### src/rtl/otg_ctrl_pkg.sv
// Constants for the OTG role, session and endpoint FIFO sizing block.
// Assumes an APB master with 32-bit data and a single 40 MHz clock.
//
// Contract
// - The VBUS level is reported as a two-bit band code 0, 1h, 2h or 3h by rising threshold.
// - A read-only host role flag is set while the controller acts as USB host.
// - A set host request on a B-role device starts Host Negotiation when the bus enters suspend.
// - The host request bit clears itself when negotiation completes and only acts in the B role.
// - As B device, the controller sets the session bit at session start and clears it at end.
// - Clearing the session bit while suspended makes the controller do a software disconnect.
// - Bit 4 of each FIFO size register selects single (0) or double (1) packet buffering.
// - A four-bit size code m gives a FIFO of 2^(m+3) bytes single or 2^(m+4) bytes double.
// - Bit 7 of device control reports the A (0) or B (1) role, valid during a session.
// - The VBUS code sits read-only in bits 4 to 3 of device control.
package otg_ctrl_pkg;

  // Byte addresses of the registers on APB.
  localparam logic [11:0] otg_device_control_addr    = 12'h000;
  localparam logic [11:0] tx_endpoint_fifo_size_addr = 12'h004;
  localparam logic [11:0] rx_endpoint_fifo_size_addr = 12'h008;
  localparam logic [11:0] fifo_bytes_addr            = 12'h00c;

  // Field positions in device control.
  localparam int session_bit  = 0;
  localparam int host_req_bit = 1;
  localparam int host_bit     = 2;
  localparam int vbus_lo_bit  = 3;
  localparam int b_role_bit   = 7;

  // Field positions in the FIFO size registers.
  localparam int double_buffer_bit = 4;
  localparam int size_msb          = 3;

  // Exponent offsets for the FIFO size.
  localparam logic [4:0] single_shift = 5'h03;
  localparam logic [4:0] double_shift = 5'h04;

  // Values after reset.
  localparam logic [7:0] fifo_size_reset = 8'h00;
  localparam logic       flag_reset      = 1'b0;

  // VBUS band codes.
  localparam logic [1:0] vbus_below_end  = 2'h0;
  localparam logic [1:0] vbus_above_end  = 2'h1;
  localparam logic [1:0] vbus_above_aval = 2'h2;
  localparam logic [1:0] vbus_above_vval = 2'h3;

  // Negotiation sequencer states.
  typedef enum logic [1:0] {neg_idle, neg_wait_suspend, neg_active} neg_state_e;

endpackage

### src/rtl/otg_role_and_fifo_sizing.sv
// OTG role, session control and endpoint FIFO sizing registers on APB.
// Assumes PHY and link status pins are asynchronous and are synchronised here.
// Assumes an APB master that follows every setup cycle with one access cycle.
// The link consumes the size, buffering and byte counts as registered levels.
//
// The implementer's own choices: the placing of the registers and the APB interface to the registers.
`timescale 1ns/100ps
module otg_role_and_fifo_sizing
  import otg_ctrl_pkg::*;
(
  // Clock and reset.
  input  wire logic        clk,
  input  wire logic        rst,
  // APB slave.
  input  wire logic        psel,
  input  wire logic        penable,
  input  wire logic        pwrite,
  input  wire logic [11:0] paddr,
  input  wire logic [31:0] pwdata,
  output logic      [31:0] prdata,
  output logic             pready,
  output logic             pslverr,
  // Comparator and link status from the PHY side.
  input  wire logic        session_end_above,
  input  wire logic        a_valid_above,
  input  wire logic        vbus_valid_above,
  input  wire logic        id_is_b,
  input  wire logic        link_host_active,
  input  wire logic        link_suspended,
  input  wire logic        link_session_active,
  input  wire logic        negotiation_done,
  // Controls toward the link.
  output logic             start_negotiation,
  output logic             session_enable,
  output logic             soft_disconnect,
  output logic             tx_double_buffer,
  output logic             rx_double_buffer,
  output logic      [3:0]  tx_size_code,
  output logic      [3:0]  rx_size_code,
  output logic      [19:0] tx_fifo_bytes,
  output logic      [19:0] rx_fifo_bytes
);

  // Size in bytes from a size code and the double buffer bit.
  // The largest case, code 15 with double buffering, is 2^19 bytes, so the
  // result is twenty bits wide; the exponent needs five bits for the same reason.
  function automatic logic [19:0] fifo_bytes(input logic [3:0] m, input logic dbl);
    logic [4:0] e;
    e = {1'b0, m} + (dbl ? double_shift : single_shift);
    fifo_bytes = 20'h00001 << e;
  endfunction

  // Synchroniser chain for the eight asynchronous status inputs.
  // Every status input crosses from the PHY or link domain. Two flops per bit
  // keep metastability out of the decode; only the second stage is read.
  // Bits are not kept coherent with each other, which is harmless here because
  // each one is a slow level and is decoded on its own.
  logic [7:0] sync1_reg, sync1_next;
  logic [7:0] sync2_reg, sync2_next;
  logic [7:0] raw_in;
  logic       s_end, s_aval, s_vval, s_b, s_host, s_susp, s_sess, s_done;

  assign raw_in = {negotiation_done, link_session_active, link_suspended, link_host_active,
                   id_is_b, vbus_valid_above, a_valid_above, session_end_above};
  assign {s_done, s_sess, s_susp, s_host, s_b, s_vval, s_aval, s_end} = sync2_reg;

  // Next values of the synchronisers; the first stage samples the pins and the
  // second stage samples the first.
  always_comb
  begin
    sync1_next = raw_in;
    sync2_next = sync1_reg;
  end

  // Register the synchronisers.
  always_ff @(posedge clk)
  begin
    if (rst)
    begin
      sync1_reg <= 8'h00;
      sync2_reg <= 8'h00;
    end
    else
    begin
      sync1_reg <= sync1_next;
      sync2_reg <= sync2_next;
    end
  end

  // Register map as seen by software, one aligned 32-bit word per register:
  //   device control   b7 B role, b6:5 zero, b4:3 VBUS band, b2 host role,
  //                    b1 host negotiation request, b0 session.
  //   tx FIFO size     b4 double buffer enable, b3:0 size code, b7:5 read zero.
  //   rx FIFO size     same layout as the transmit register.
  //   FIFO bytes       read-only transmit byte count in b19:0, other bits zero.
  // Any other address answers with an error; writes there change nothing and
  // reads return zero. Every transfer is answered in the cycle after setup, so
  // pready, prdata and pslverr are plain flip-flops with no wait-state logic.
  // Register and sequencer state. The session-seen flop holds the previous
  // synchronised session level for edge detection; it resets low, the idle
  // level of the link session input, so no false edge follows reset.
  logic [1:0]  vbus_reg, vbus_next;
  logic        host_reg, host_next;
  logic        b_reg, b_next;
  logic        hreq_reg, hreq_next;
  logic        sess_reg, sess_next;
  logic        sess_seen_reg, sess_seen_next;
  logic        disc_reg, disc_next;
  logic        neg_out_reg, neg_out_next;
  logic [4:0]  txsz_reg, txsz_next;
  logic [4:0]  rxsz_reg, rxsz_next;
  logic [31:0] rdata_reg, rdata_next;
  logic        ready_reg, ready_next;
  logic        err_reg, err_next;
  neg_state_e  neg_reg, neg_next;
  logic        wr, rd, setup;
  logic [7:0]  dev_ctrl_view;

  // Bus phases. A request is taken in its setup cycle only, so the access
  // cycle that follows can never start a second write.
  assign setup = psel && !penable;
  assign wr    = setup && pwrite;
  assign rd    = setup && !pwrite;

  // Readable view of device control; the two speed bits are outside this block
  // and read as zero.
  assign dev_ctrl_view = {b_reg, 2'b00, vbus_reg, host_reg, hreq_reg, sess_reg};

  // Next values of status, control and bus answer.
  always_comb
  begin
    vbus_next      = vbus_below_end;
    host_next      = s_host;
    b_next         = s_sess ? s_b : b_reg;
    hreq_next      = hreq_reg;
    sess_next      = sess_reg;
    sess_seen_next = s_sess;
    disc_next      = disc_reg;
    neg_next       = neg_reg;
    neg_out_next   = 1'b0;
    txsz_next      = txsz_reg;
    rxsz_next      = rxsz_reg;
    rdata_next     = 32'h00000000;
    ready_next     = 1'b0;
    err_next       = 1'b0;
    // Band code from the three comparators. The thresholds rise in order, so
    // the highest comparator that is above wins; a momentary disagreement while
    // VBUS ramps only shows an intermediate band for a cycle or two.
    if (s_vval)
      vbus_next = vbus_above_vval;
    else if (s_aval)
      vbus_next = vbus_above_aval;
    else if (s_end)
      vbus_next = vbus_above_end;
    // B role follows link session start and end. Only the edges of the
    // synchronised session level move the bit, so software may still write it
    // in between, for example to request a session by SRP.
    if (s_b && s_sess && !sess_seen_reg)
      sess_next = 1'b1;
    else if (s_b && !s_sess && sess_seen_reg)
      sess_next = 1'b0;
    // The disconnect request is a level; it falls once the session resumes or
    // the bus leaves suspend, and a fresh clear while suspended raises it again.
    if (s_sess || !s_susp)
      disc_next = 1'b0;
    // Register writes, taken in the setup cycle and answered in the next one.
    // A write to the byte count register is accepted and ignored.
    if (wr)
    begin
      case (paddr)
        otg_device_control_addr:
        begin
          hreq_next = pwdata[host_req_bit];
          sess_next = pwdata[session_bit];
          if (s_susp && sess_reg && !pwdata[session_bit])
            disc_next = 1'b1;
        end
        tx_endpoint_fifo_size_addr: txsz_next = pwdata[double_buffer_bit:0];
        rx_endpoint_fifo_size_addr: rxsz_next = pwdata[double_buffer_bit:0];
        fifo_bytes_addr: err_next = 1'b0;
        default: err_next = 1'b1;
      endcase
      ready_next = 1'b1;
    end
    // Register reads; the data comes from the registers as they stand in the
    // setup cycle.
    if (rd)
    begin
      case (paddr)
        otg_device_control_addr:    rdata_next = {24'h000000, dev_ctrl_view};
        tx_endpoint_fifo_size_addr: rdata_next = {27'h0000000, txsz_reg};
        rx_endpoint_fifo_size_addr: rdata_next = {27'h0000000, rxsz_reg};
        fifo_bytes_addr:
          rdata_next = {12'h000, fifo_bytes(txsz_reg[size_msb:0], txsz_reg[double_buffer_bit])};
        default: err_next = 1'b1;
      endcase
      ready_next = 1'b1;
    end
    // Host Negotiation sequencer, B role only. The request is watched until the
    // bus suspends; dropping the request or losing the B role before then
    // abandons it. Completion from the link clears the request, and that clear
    // comes after the register write so it wins over a write in the same cycle.
    case (neg_reg)
      neg_idle:
        if (hreq_reg && s_b)
          neg_next = neg_wait_suspend;
      neg_wait_suspend:
        if (!hreq_reg || !s_b)
          neg_next = neg_idle;
        else if (s_susp)
        begin
          neg_next     = neg_active;
          neg_out_next = 1'b1;
        end
      neg_active:
        if (s_done)
        begin
          neg_next  = neg_idle;
          hreq_next = 1'b0;
        end
      default: neg_next = neg_idle;
    endcase
  end

  // Register all state; reset returns every field to its documented zero.
  always_ff @(posedge clk)
  begin
    if (rst)
    begin
      vbus_reg      <= vbus_below_end;
      host_reg      <= flag_reset;
      b_reg         <= flag_reset;
      hreq_reg      <= flag_reset;
      sess_reg      <= flag_reset;
      sess_seen_reg <= flag_reset;
      disc_reg      <= flag_reset;
      neg_out_reg   <= flag_reset;
      txsz_reg      <= fifo_size_reset[4:0];
      rxsz_reg      <= fifo_size_reset[4:0];
      rdata_reg     <= 32'h00000000;
      ready_reg     <= 1'b0;
      err_reg       <= 1'b0;
      neg_reg       <= neg_idle;
    end
    else
    begin
      vbus_reg      <= vbus_next;
      host_reg      <= host_next;
      b_reg         <= b_next;
      hreq_reg      <= hreq_next;
      sess_reg      <= sess_next;
      sess_seen_reg <= sess_seen_next;
      disc_reg      <= disc_next;
      neg_out_reg   <= neg_out_next;
      txsz_reg      <= txsz_next;
      rxsz_reg      <= rxsz_next;
      rdata_reg     <= rdata_next;
      ready_reg     <= ready_next;
      err_reg       <= err_next;
      neg_reg       <= neg_next;
    end
  end

  // Byte counts toward the link, registered so the shifter stays off the output path.
  logic [19:0] txb_reg, txb_next;
  logic [19:0] rxb_reg, rxb_next;

  // Next byte counts follow the size registers; the link sees them one clock later.
  always_comb
  begin
    txb_next = fifo_bytes(txsz_reg[size_msb:0], txsz_reg[double_buffer_bit]);
    rxb_next = fifo_bytes(rxsz_reg[size_msb:0], rxsz_reg[double_buffer_bit]);
  end

  // Register the derived FIFO byte counts.
  always_ff @(posedge clk)
  begin
    if (rst)
    begin
      txb_reg <= 20'h00000;
      rxb_reg <= 20'h00000;
    end
    else
    begin
      txb_reg <= txb_next;
      rxb_reg <= rxb_next;
    end
  end

  // Outputs straight from flip-flops; the size fields are slices of the size
  // registers, so they change in the same cycle that the write lands.
  assign prdata            = rdata_reg;
  assign pready            = ready_reg;
  assign pslverr           = err_reg;
  assign start_negotiation = neg_out_reg;
  assign session_enable    = sess_reg;
  assign soft_disconnect   = disc_reg;
  assign tx_double_buffer  = txsz_reg[double_buffer_bit];
  assign rx_double_buffer  = rxsz_reg[double_buffer_bit];
  assign tx_size_code      = txsz_reg[size_msb:0];
  assign rx_size_code      = rxsz_reg[size_msb:0];
  assign tx_fifo_bytes     = txb_reg;
  assign rx_fifo_bytes     = rxb_reg;

endmodule

### config.mk
export PLATFORM = sky130hd
export DESIGN_NAME = otg_role_and_fifo_sizing
export DESIGN_NICKNAME = d
export VERILOG_FILES = /design/src/rtl/otg_ctrl_pkg.sv /design/src/rtl/otg_role_and_fifo_sizing.sv
export SDC_FILE = /design/constraint.sdc
export NUM_CORES = 1
export LEC_CHECK = 0
export ABC_AREA = 1
export CAP_MARGIN = 15
export CELL_PAD_IN_SITES_DETAIL_PLACEMENT = 1
export CELL_PAD_IN_SITES_GLOBAL_PLACEMENT = 2
export CORE_ASPECT_RATIO = 1.25
export CORE_MARGIN = 4
export CORE_UTILIZATION = 37
export DETAILED_ROUTE_END_ITERATION = 8
export DONT_BUFFER_PORTS = 1
export PLACE_DENSITY_LB_ADDON = 0.08
export SYNTH_ARGS = -nofsm -noshare
export SYNTH_HDL_FRONTEND = slang
export SYNTH_SLANG_ARGS = --single-unit
export TNS_END_PERCENT = 1
### constraint.sdc
create_clock -name clk -period 4 [get_ports clk]
set_input_delay 0.6 -clock clk [delete_from_list [all_inputs] [get_ports clk]]
set_output_delay 0.6 -clock clk [all_outputs]
set_load 0.03 [all_outputs]
==> qor.yml, run 1 <==
setup_path:
  required_ps: 4280
  cp_num_buf_inv: 2
  criticalPathCategory: "register to register"
  worstSetupStartpointType: "register"
  worstRegToRegCells: 11
  worstPathArrival_ps: 2820
  cp_top_family: "simple AND/OR/NAND/NOR gates"
  endpoint_kind: "register"
  r2r_end: "prdata[2]"
  cpMaxStageDelayCell: "dfxtp_1"
  crit_path_max_incr_delay_ps: 640
  critPathMostFrequentCell: "nor2_1"
  worstSetupStartpoint: "txsz_reg[4]"
  critPathMaxFanout: 5
  r2r_start: "txsz_reg[4]"
  worst-r2r-setup-slack_ps: 1460
  worstPathCellList: "inv_1 -> ha_1 -> inv_1 -> fa_1 -> nor2_1 -> nand2_1 -> nor2_1 -> nand2_1 -> nor2_1 -> nor2_1 -> nor2_1"
layout:
  final_nets: 510
  mostFrequentLayoutCell: "nor2_1"
  syn2layout_area_growth_pct: 9.72
  final_cell_mix: "102 x nor2_1, 99 x dfxtp_1, 56 x inv_1, 40 x nand3_1, 39 x nand2_1"
  n_antenna_cell: 0
  drive_above_1_share_pct: 9.11
yosys:
  synth_area_per_cell_um2: 8.27
  synth_top_area_share_pct: 53.6
  synthesis.area_um2: 3700
  synth-warning-count: 0
  synth_cells: 447
  synth_seq_area_share_pct: 53.6
  synth.largest_area_cell: "dfxtp_1"
  ys_ff_latch: 99
  synthTopCellsByArea: "dfxtp_1 54%, nor2_1 10%, inv_1 5.7%"
  synthDistinctLibCells: 32
sta:
  worstMarginPinSlew_ps: 511
  min_period_ps: 2540
  rsz0062_at_grt: "no"
  tns_ps: 0
  fin_worst_skew_ps: 5.64
  slew_viol_final: 0
  post-route-period-util_pct: 63.5
  clock.fmax_mhz: 394
  hold_viol: 0
  setup_violations: 0
  hold_ws_ps: 325
  max_slew_margin_pct: 65.9
clock_network:
  postCtsHoldBufs: 0
  cts_htree_levels: 3
  cts_made_buffers: 9
  numClockSinks: 99
  ctsResizeCount: 0
  clock_latency_ps: 340
  cts_setup_buffers: 0
  cts_buffer_depth: 2
  clockRootBuffer: "clkbuf_16"
  clkSlewWorstSetupHoldPaths_ps: 70
  cts_tree: "built"
routing:
  first_pass_iters: 4
  ant_nets: 0
  dr_total_vias: 2688
  drt_iter0_drc: 71
  via_per_inst: 4.67
  drc: 0
  wl_per_cell_um: 14.9
  wl_um: 8610
grt:
  grt_pass1_vias: 2711
  use_met2_pct: 27.8
  overflow: 0
  top_usage_layer: "met2"
  grt_first_pass_wirelength_um: 14000
  grt_usage_pct: 15.4
  grt_max_degree: 47
  grtUsageMet1_pct: 16.3
  antenna_found_initial: 0
  use_met3_pct: 5.64
placement:
  dpl.hpwl_um: 6630
  place.gp.congestion: 0.734
  io_buffers: 0
floorplanning:
  die-area_um2: 11700
  rows: 40
  die_x_um: 97.4
  num_io_pins: 144
  dieHeight_um: 120
  core_um2: 9710
  initial_core_util_pct: 38.1
worst_hold_path:
  min_from: "rst"
  min_to: "sync1_reg[4]"
  hold_class: "primary input to register"
  whs_path_depth: 1
power:
  leakagePower_uw: 0.00164
  power.density_nw_per_um2: 482
  peakVddDrop_mv: 0.235
job:
  cap_violations: 0
status:
  outcome: "complete, no violations"
==> worst reg2reg max path, cell delays in order (launching register included) <==
cell,delay [ps]
dfxtp_1,640
inv_1,160
ha_1,260
inv_1,70
fa_1,460
nor2_1,310
nand2_1,90
nor2_1,120
nand2_1,100
nor2_1,120
nor2_1,60
nor2_1,80
==> logic make-up after synthesis <==
group	share of synthesized area, %
AO/OA/AOI/OAI	5.08
AND/OR/NAND/NOR	27.6
flip-flops	53.6
XOR/XNOR	0.237
buffers and inverters	10.3
other	0.101
adder cells (fa/ha/maj)	3.11
==> cell type report <==
class,count,area (µm²)
well taps,126,158
multi-input cells,276,1380
flip-flops and latches,99,1980
clock inverters,7,92.6
clock buffers,9,225
inverters,59,221
fillers,1170,5650
==> per-layer routing <==
layer  up-vias  routed length [µm]
met5         -                   0
met2        60                4560
met1      1239                3420
met3        11                 492
li1       1378                   -
met4         0                 138
==> worst max path at each step <==
stage / to / slack [ps] / cells after the start
final: prdata[2] / 1460 / 11
after global routing: prdata[2] / 1110 / 11
after CTS: prdata[2] / 1430 / 11
after detailed placement: prdata[2] / 1440 / 11
after global placement: prdata[3] / 1480 / 11
after floorplan: prdata[3] / 1820 / 11
==> power by group <==
group	internal [µW]	leakage [µW]	switching, µW
Clock	545	0.000147	364
Sequential	997	0.000802	8.09
Combinational	8.93	0.000690	33.8
Total	1550	0.00164	406
==> Yosys cell counts, drive strengths merged <==
| cell | count |
|---|---|
| nor2 | 115 |
| dfxtp | 99 |
| inv | 59 |
| nand3 | 44 |
| nand2 | 41 |
| buf | 22 |
| a21oi | 17 |
| o21ai | 14 |
| nand4 | 12 |
| ha | 6 |
| nor3 | 6 |
| a211oi | 2 |
| clkbuf | 2 |
| fa | 2 |
| a2111oi | 1 |
| conb | 1 |
| nand2b | 1 |
| o2111ai | 1 |
| or2 | 1 |
| xor2 | 1 |
==> metrics by stage <==
stage,setup slack [ps],total power [µW],std cells,instance area [µm²],util (%)
final,1460,1960,576,4060,41.8
after global routing,1110,2040,576,4060,41.8
after CTS,1430,1980,576,4060,41.8
after detailed placement,1440,1070,560,3740,38.5
after global placement,1480,1070,560,3740,38.5
after floorplan,1820,1080,458,3740,-
(Power assumes the default switching activity.)
==> inputs of run 2 (changes only) <==
Settings changed: CORE_UTILIZATION 37 to 34.
Clock period 4 ns to 2.47 ns, I/O delays scaled along.
==> run 2 against run 1 <==
  * Setup slack lost 1200 ps
  * Largest cell class unchanged
  * Non-clock buffer count up 9
  * Die area up 8.2%
  * First-iteration DRC count is 9.9% lower
  * Critical path depth is the same
  * Combinational power rose by 64%
  * Clock-buffer cell count increased by 1
  * Register-to-register slack lost 1200 ps
  * Largest power group unchanged
  * Routed wire length grew 6.6%
  * Global-route usage decreased by 0.24 points
  * Sequential power is 63% higher
==> qor.yml, run 2 (synthesized netlist as in run 1, its figures left out) <==
setup_path:
  critical_path_depth: 11
  critPathMaxFanout: 4
  cp_top_family: "simple AND/OR/NAND/NOR gates"
  cp_num_buf_inv: 3
  critPathMostFrequentCell: "nor2_1"
  crit_path_max_incr_delay_ps: 520
  worstPathArrival_ps: 2470
  worstSetupStartpointType: "register"
  r2r_end: "prdata[3]"
  r2r_start: "txsz_reg[4]"
  worstRegToRegCells: 11
  worstPathCellList: "inv_1 -> ha_1 -> inv_1 -> fa_1 -> nor2_1 -> inv_1 -> nor2_1 -> nand3_1 -> nor2_1 -> nor2_1 -> nor2_1"
  criticalPathCategory: "register to register"
  endpoint_kind: "register"
  worst-r2r-setup-slack_ps: 280
  required_ps: 2760
  cpMaxStageDelayCell: "fa_1"
worst_hold_path:
  min_from: "rst"
  min_to: "sync1_reg[1]"
  whs_path_depth: 1
  hold_class: "primary input to register"
floorplanning:
  die-area_um2: 12600
  rows: 42
  initial_core_util_pct: 34.8
  num_io_pins: 144
  die_x_um: 101
  core_um2: 10600
  dieHeight_um: 125
layout:
  syn2layout_area_growth_pct: 10.9
  nFillCells: 1327
  final_cell_mix: "102 x nor2_1, 99 x dfxtp_1, 56 x inv_1, 40 x nand3_1, 39 x nand2_1"
  final_nets: 519
  drive_above_1_share_pct: 10.9
  mostFrequentLayoutCell: "nor2_1"
  n_antenna_cell: 0
sta:
  hold_viol: 0
  setup_violations: 0
  fin_worst_skew_ps: 5.23
  rsz0062_at_grt: "no"
  tns_ps: 0
  min_period_ps: 2190
  max_slew_margin_pct: 65.7
  layout_setup_ws_ps: 284
  clock.fmax_mhz: 457
  worstMarginPinSlew_ps: 514
  slew_viol_final: 0
  post-route-period-util_pct: 88.5
clock_network:
  numClockSinks: 99
  clock_latency_ps: 350
  postCtsHoldBufs: 0
  cts_made_buffers: 9
  cts_tree: "built"
  clockRootBuffer: "clkbuf_16"
  cts_htree_levels: 3
  clkSlewWorstSetupHoldPaths_ps: 70
  cts_setup_buffers: 0
  cts_buffer_depth: 2
  ctsResizeCount: 0
routing:
  ant_nets: 0
  first_pass_iters: 4
  dr_total_vias: 2738
  drt_iter0_drc: 64
  drc: 0
  wl_per_cell_um: 15.5
  via_per_inst: 4.63
  wl_um: 9180
grt:
  overflow: 0
  grt_max_degree: 47
  grt_pass1_vias: 2857
  grt_first_pass_wirelength_um: 14800
  antenna_found_initial: 0
  grt_usage_pct: 15.2
power:
  internal_power_uw: 2350
  leakagePower_uw: 0.00168
  power.density_nw_per_um2: 744
  p_sw_uw: 702
  sw_frac_of_total_pct: 23.0
  p_seq_share_pct: 53.3
  p_comb_share_pct: 2.3
  peakVddDrop_mv: 0.258
  clkPwrFrac_pct: 44.4
placement:
  dpl.hpwl_um: 6990
  io_buffers: 0
  place.gp.congestion: 0.759
  dp_slack_ps: 296
job:
  cap_violations: 0
status:
  outcome: "complete, no violations"
-- run 2: worst max path at each step --
stage,slack [ps],start,to
final,280,txsz_reg[4],prdata[3]
after global routing,40,txsz_reg[4],prdata[1]
after CTS,270,txsz_reg[4],prdata[1]
after detailed placement,300,txsz_reg[4],prdata[1]
after global placement,270,txsz_reg[4],prdata[1]
after floorplan,290,txsz_reg[4],prdata[3]
-- run 2: power groups by stage --
stage	clock network, µW	logic, µW	registers, µW
after floorplan	0	89.9	1660
after global placement	0	69.5	1660
after detailed placement	0	70.5	1660
after CTS	1390	70.7	1630
after global routing	1470	79.3	1630
final	1350	70.1	1630
-- run 2: cell type report --
class,instances,area [µm²],area share (%)
well taps,132,165,4.03
flip-flops and latches,99,1980,48.3
clock inverters,6,48.8,1.19
repair buffers,9,67.6,1.65
inverters,59,221,5.40
multi-input cells,276,1380,33.6
clock buffers,10,239,5.83
-- run 2: per-stage QoR --
stage / utilization (%) / hold WS [ps] / std cells / area [µm²] / power, µW
after floorplan: - / 388 / 458 / 3740 / 1750
after global placement: 35.9 / 391 / 575 / 3810 / 1730
after detailed placement: 35.9 / 398 / 575 / 3810 / 1730
after CTS: 38.6 / 77.9 / 591 / 4100 / 3090
after global routing: 38.6 / 68.8 / 591 / 4100 / 3180
final: 38.6 / 87.7 / 591 / 4100 / 3050
-- run 2: per-layer routing --
metal  wire, µm  track usage, %  vias up
met2       4410            24.8       76
li1           -               -     1395
met3        723            6.16       11
met1       3900            17.5     1256
met5          0               0        -
met4        144            5.63        0
==> inputs of run 3 (changes only) <==
Settings changed: PLACE_DENSITY_LB_ADDON 0.08 to 0.1.
==> run 3 against run 2 <==
  * Sequential power about the same
  * Clock-buffer cell count increased by 1
  * Die area unchanged
  * Hold slack improved by 2.2 ps
  * Global-route usage increased by 0.20 points
  * Clock power increased by 13%
  * Flip-flop and latch count unchanged
  * Core utilization increased by 0.38 points
  * Clock skew about the same
  * Maximum frequency about the same
  * Register-to-register slack about the same
  * Critical endpoint is now prdata[0]
==> qor.yml, run 3 (synthesized netlist as in run 1, its figures left out) <==
placement:
  dpl_cell_area_um2: 3810
  place.gp.congestion: 0.770
  io_buffers: 0
  dpl.hpwl_um: 6960
setup_path:
  worstPathCellList: "inv_1 -> ha_1 -> inv_1 -> fa_1 -> inv_1 -> nand2_1 -> nand2_1 -> inv_1 -> nor2_1 -> nand3_1 -> nor2_1 -> nor2_1 -> nor2_1"
  worstRegToRegCells: 13
  cpMaxStageDelayCell: "fa_1"
  required_ps: 2750
  criticalPathCategory: "register to register"
  r2r_end: "prdata[0]"
  worstPathArrival_ps: 2470
  endpoint_kind: "register"
  worstSetupStartpointType: "register"
  worst-r2r-setup-slack_ps: 280
  crit_path_max_incr_delay_ps: 380
  critPathMaxFanout: 5
  r2r_start: "txsz_reg[4]"
clock_network:
  postCtsHoldBufs: 0
  clock_latency_ps: 340
  cts_htree_levels: 3
  ctsResizeCount: 0
  clkSlewWorstSetupHoldPaths_ps: 70
  numClockSinks: 99
  clockRootBuffer: "clkbuf_16"
  cts_made_buffers: 9
  cts_buffer_depth: 2
  cts_setup_buffers: 0
  cts_tree: "built"
power:
  p_total_uw: 3230
  peakVddDrop_mv: 0.368
  power.density_nw_per_um2: 780
  leakagePower_uw: 0.00170
routing:
  ant_nets: 0
  drt_iter0_drc: 122
  first_pass_iters: 4
  dr_total_vias: 2741
  drc: 0
  wl_per_cell_um: 15.6
  via_per_inst: 4.64
  wl_um: 9230
sta:
  post-route-period-util_pct: 88.6
  worstMarginPinSlew_ps: 505
  fin_worst_skew_ps: 5.25
  min_period_ps: 2190
  tns_ps: 0
  slew_viol_final: 0
  setup_violations: 0
  max_slew_margin_pct: 66.3
  hold_ws_ps: 89.8
  clock.fmax_mhz: 457
  rsz0062_at_grt: "no"
  hold_viol: 0
worst_hold_path:
  whs_path_depth: 1
  hold_class: "primary input to register"
  min_from: "rst"
  min_to: "sync1_reg[2]"
layout:
  drive_above_1_share_pct: 10.7
  syn2layout_area_growth_pct: 12.0
  final_nets: 519
  nFillCells: 1292
  ff_latch_area_um2: 1980
  multi_input_area_um2: 1380
  n_antenna_cell: 0
  final_area_um2: 4140
  final_cell_mix: "102 x nor2_1, 99 x dfxtp_1, 56 x inv_1, 40 x nand3_1, 39 x nand2_1"
  mostFrequentLayoutCell: "nor2_1"
floorplanning:
  rows: 42
  dieHeight_um: 125
  die-area_um2: 12600
  core_um2: 10600
  num_io_pins: 144
  initial_core_util_pct: 34.8
  die_x_um: 101
grt:
  grt_max_degree: 47
  grt_first_pass_wirelength_um: 15100
  grt_usage_pct: 15.4
  overflow: 0
  antenna_found_initial: 0
  grt_pass1_vias: 2826
status:
  outcome: "complete, no violations"
job:
  cap_violations: 0
-- run 3: area by class of cell --
class	count	share of cell area, %
Clock inverter	5	2.06
Timing Repair Buffer	9	1.63
Multi-Input combinational cell	276	33.2
Clock buffer	11	5.86
Tap cell	132	3.99
Sequential cell	99	47.9
Inverter	59	5.35
-- run 3: where the power goes --
| group | switching [µW] | internal (µW) | total (µW) |
|---|---|---|---|
| registers | 12.9 | 1610 | 1630 |
| logic | 55.8 | 14.5 | 70.4 |
| clock network | 612 | 923 | 1530 |
| total | 681 | 2550 | 3230 |
-- run 3: critical path: cells and delay by family, from the launching register on --
kind                     cells  cell delay (ps)
AND/OR/NAND/NOR              7              880
adder cells (fa/ha/maj)      2              580
buffers and inverters        4              350
flip-flops                   1              310
-- run 3: worst max-delay path by stage --
stage / end / from / slack [ps]
6_report: prdata[0] / txsz_reg[4] / 280
5_1_grt: prdata[1] / txsz_reg[4] / 40
4_1_cts: prdata[0] / txsz_reg[4] / 240
3_5_place_dp: prdata[0] / txsz_reg[4] / 260
3_3_place_gp: prdata[0] / txsz_reg[4] / 270
2_1_floorplan: prdata[3] / txsz_reg[4] / 290
-- run 3: metrics by stage --
stage | utilization (%) | std cells | setup WS (ps)
final | 39.0 | 591 | 282
after global routing | 39.0 | 591 | 35.9
after CTS | 39.0 | 591 | 235
after detailed placement | 35.9 | 575 | 258
after global placement | 35.9 | 575 | 265
after floorplan | - | 458 | 288
-- run 3: metal layers --
metal  track usage, %  share of wire, %  vias to the layer above
met2             24.8                48                       87
met3             5.71               8.9                       13
met4             6.34               1.6                        0
met1             18.1                41                     1250
met5                0                 0                        -
li1                 -                 -                     1391
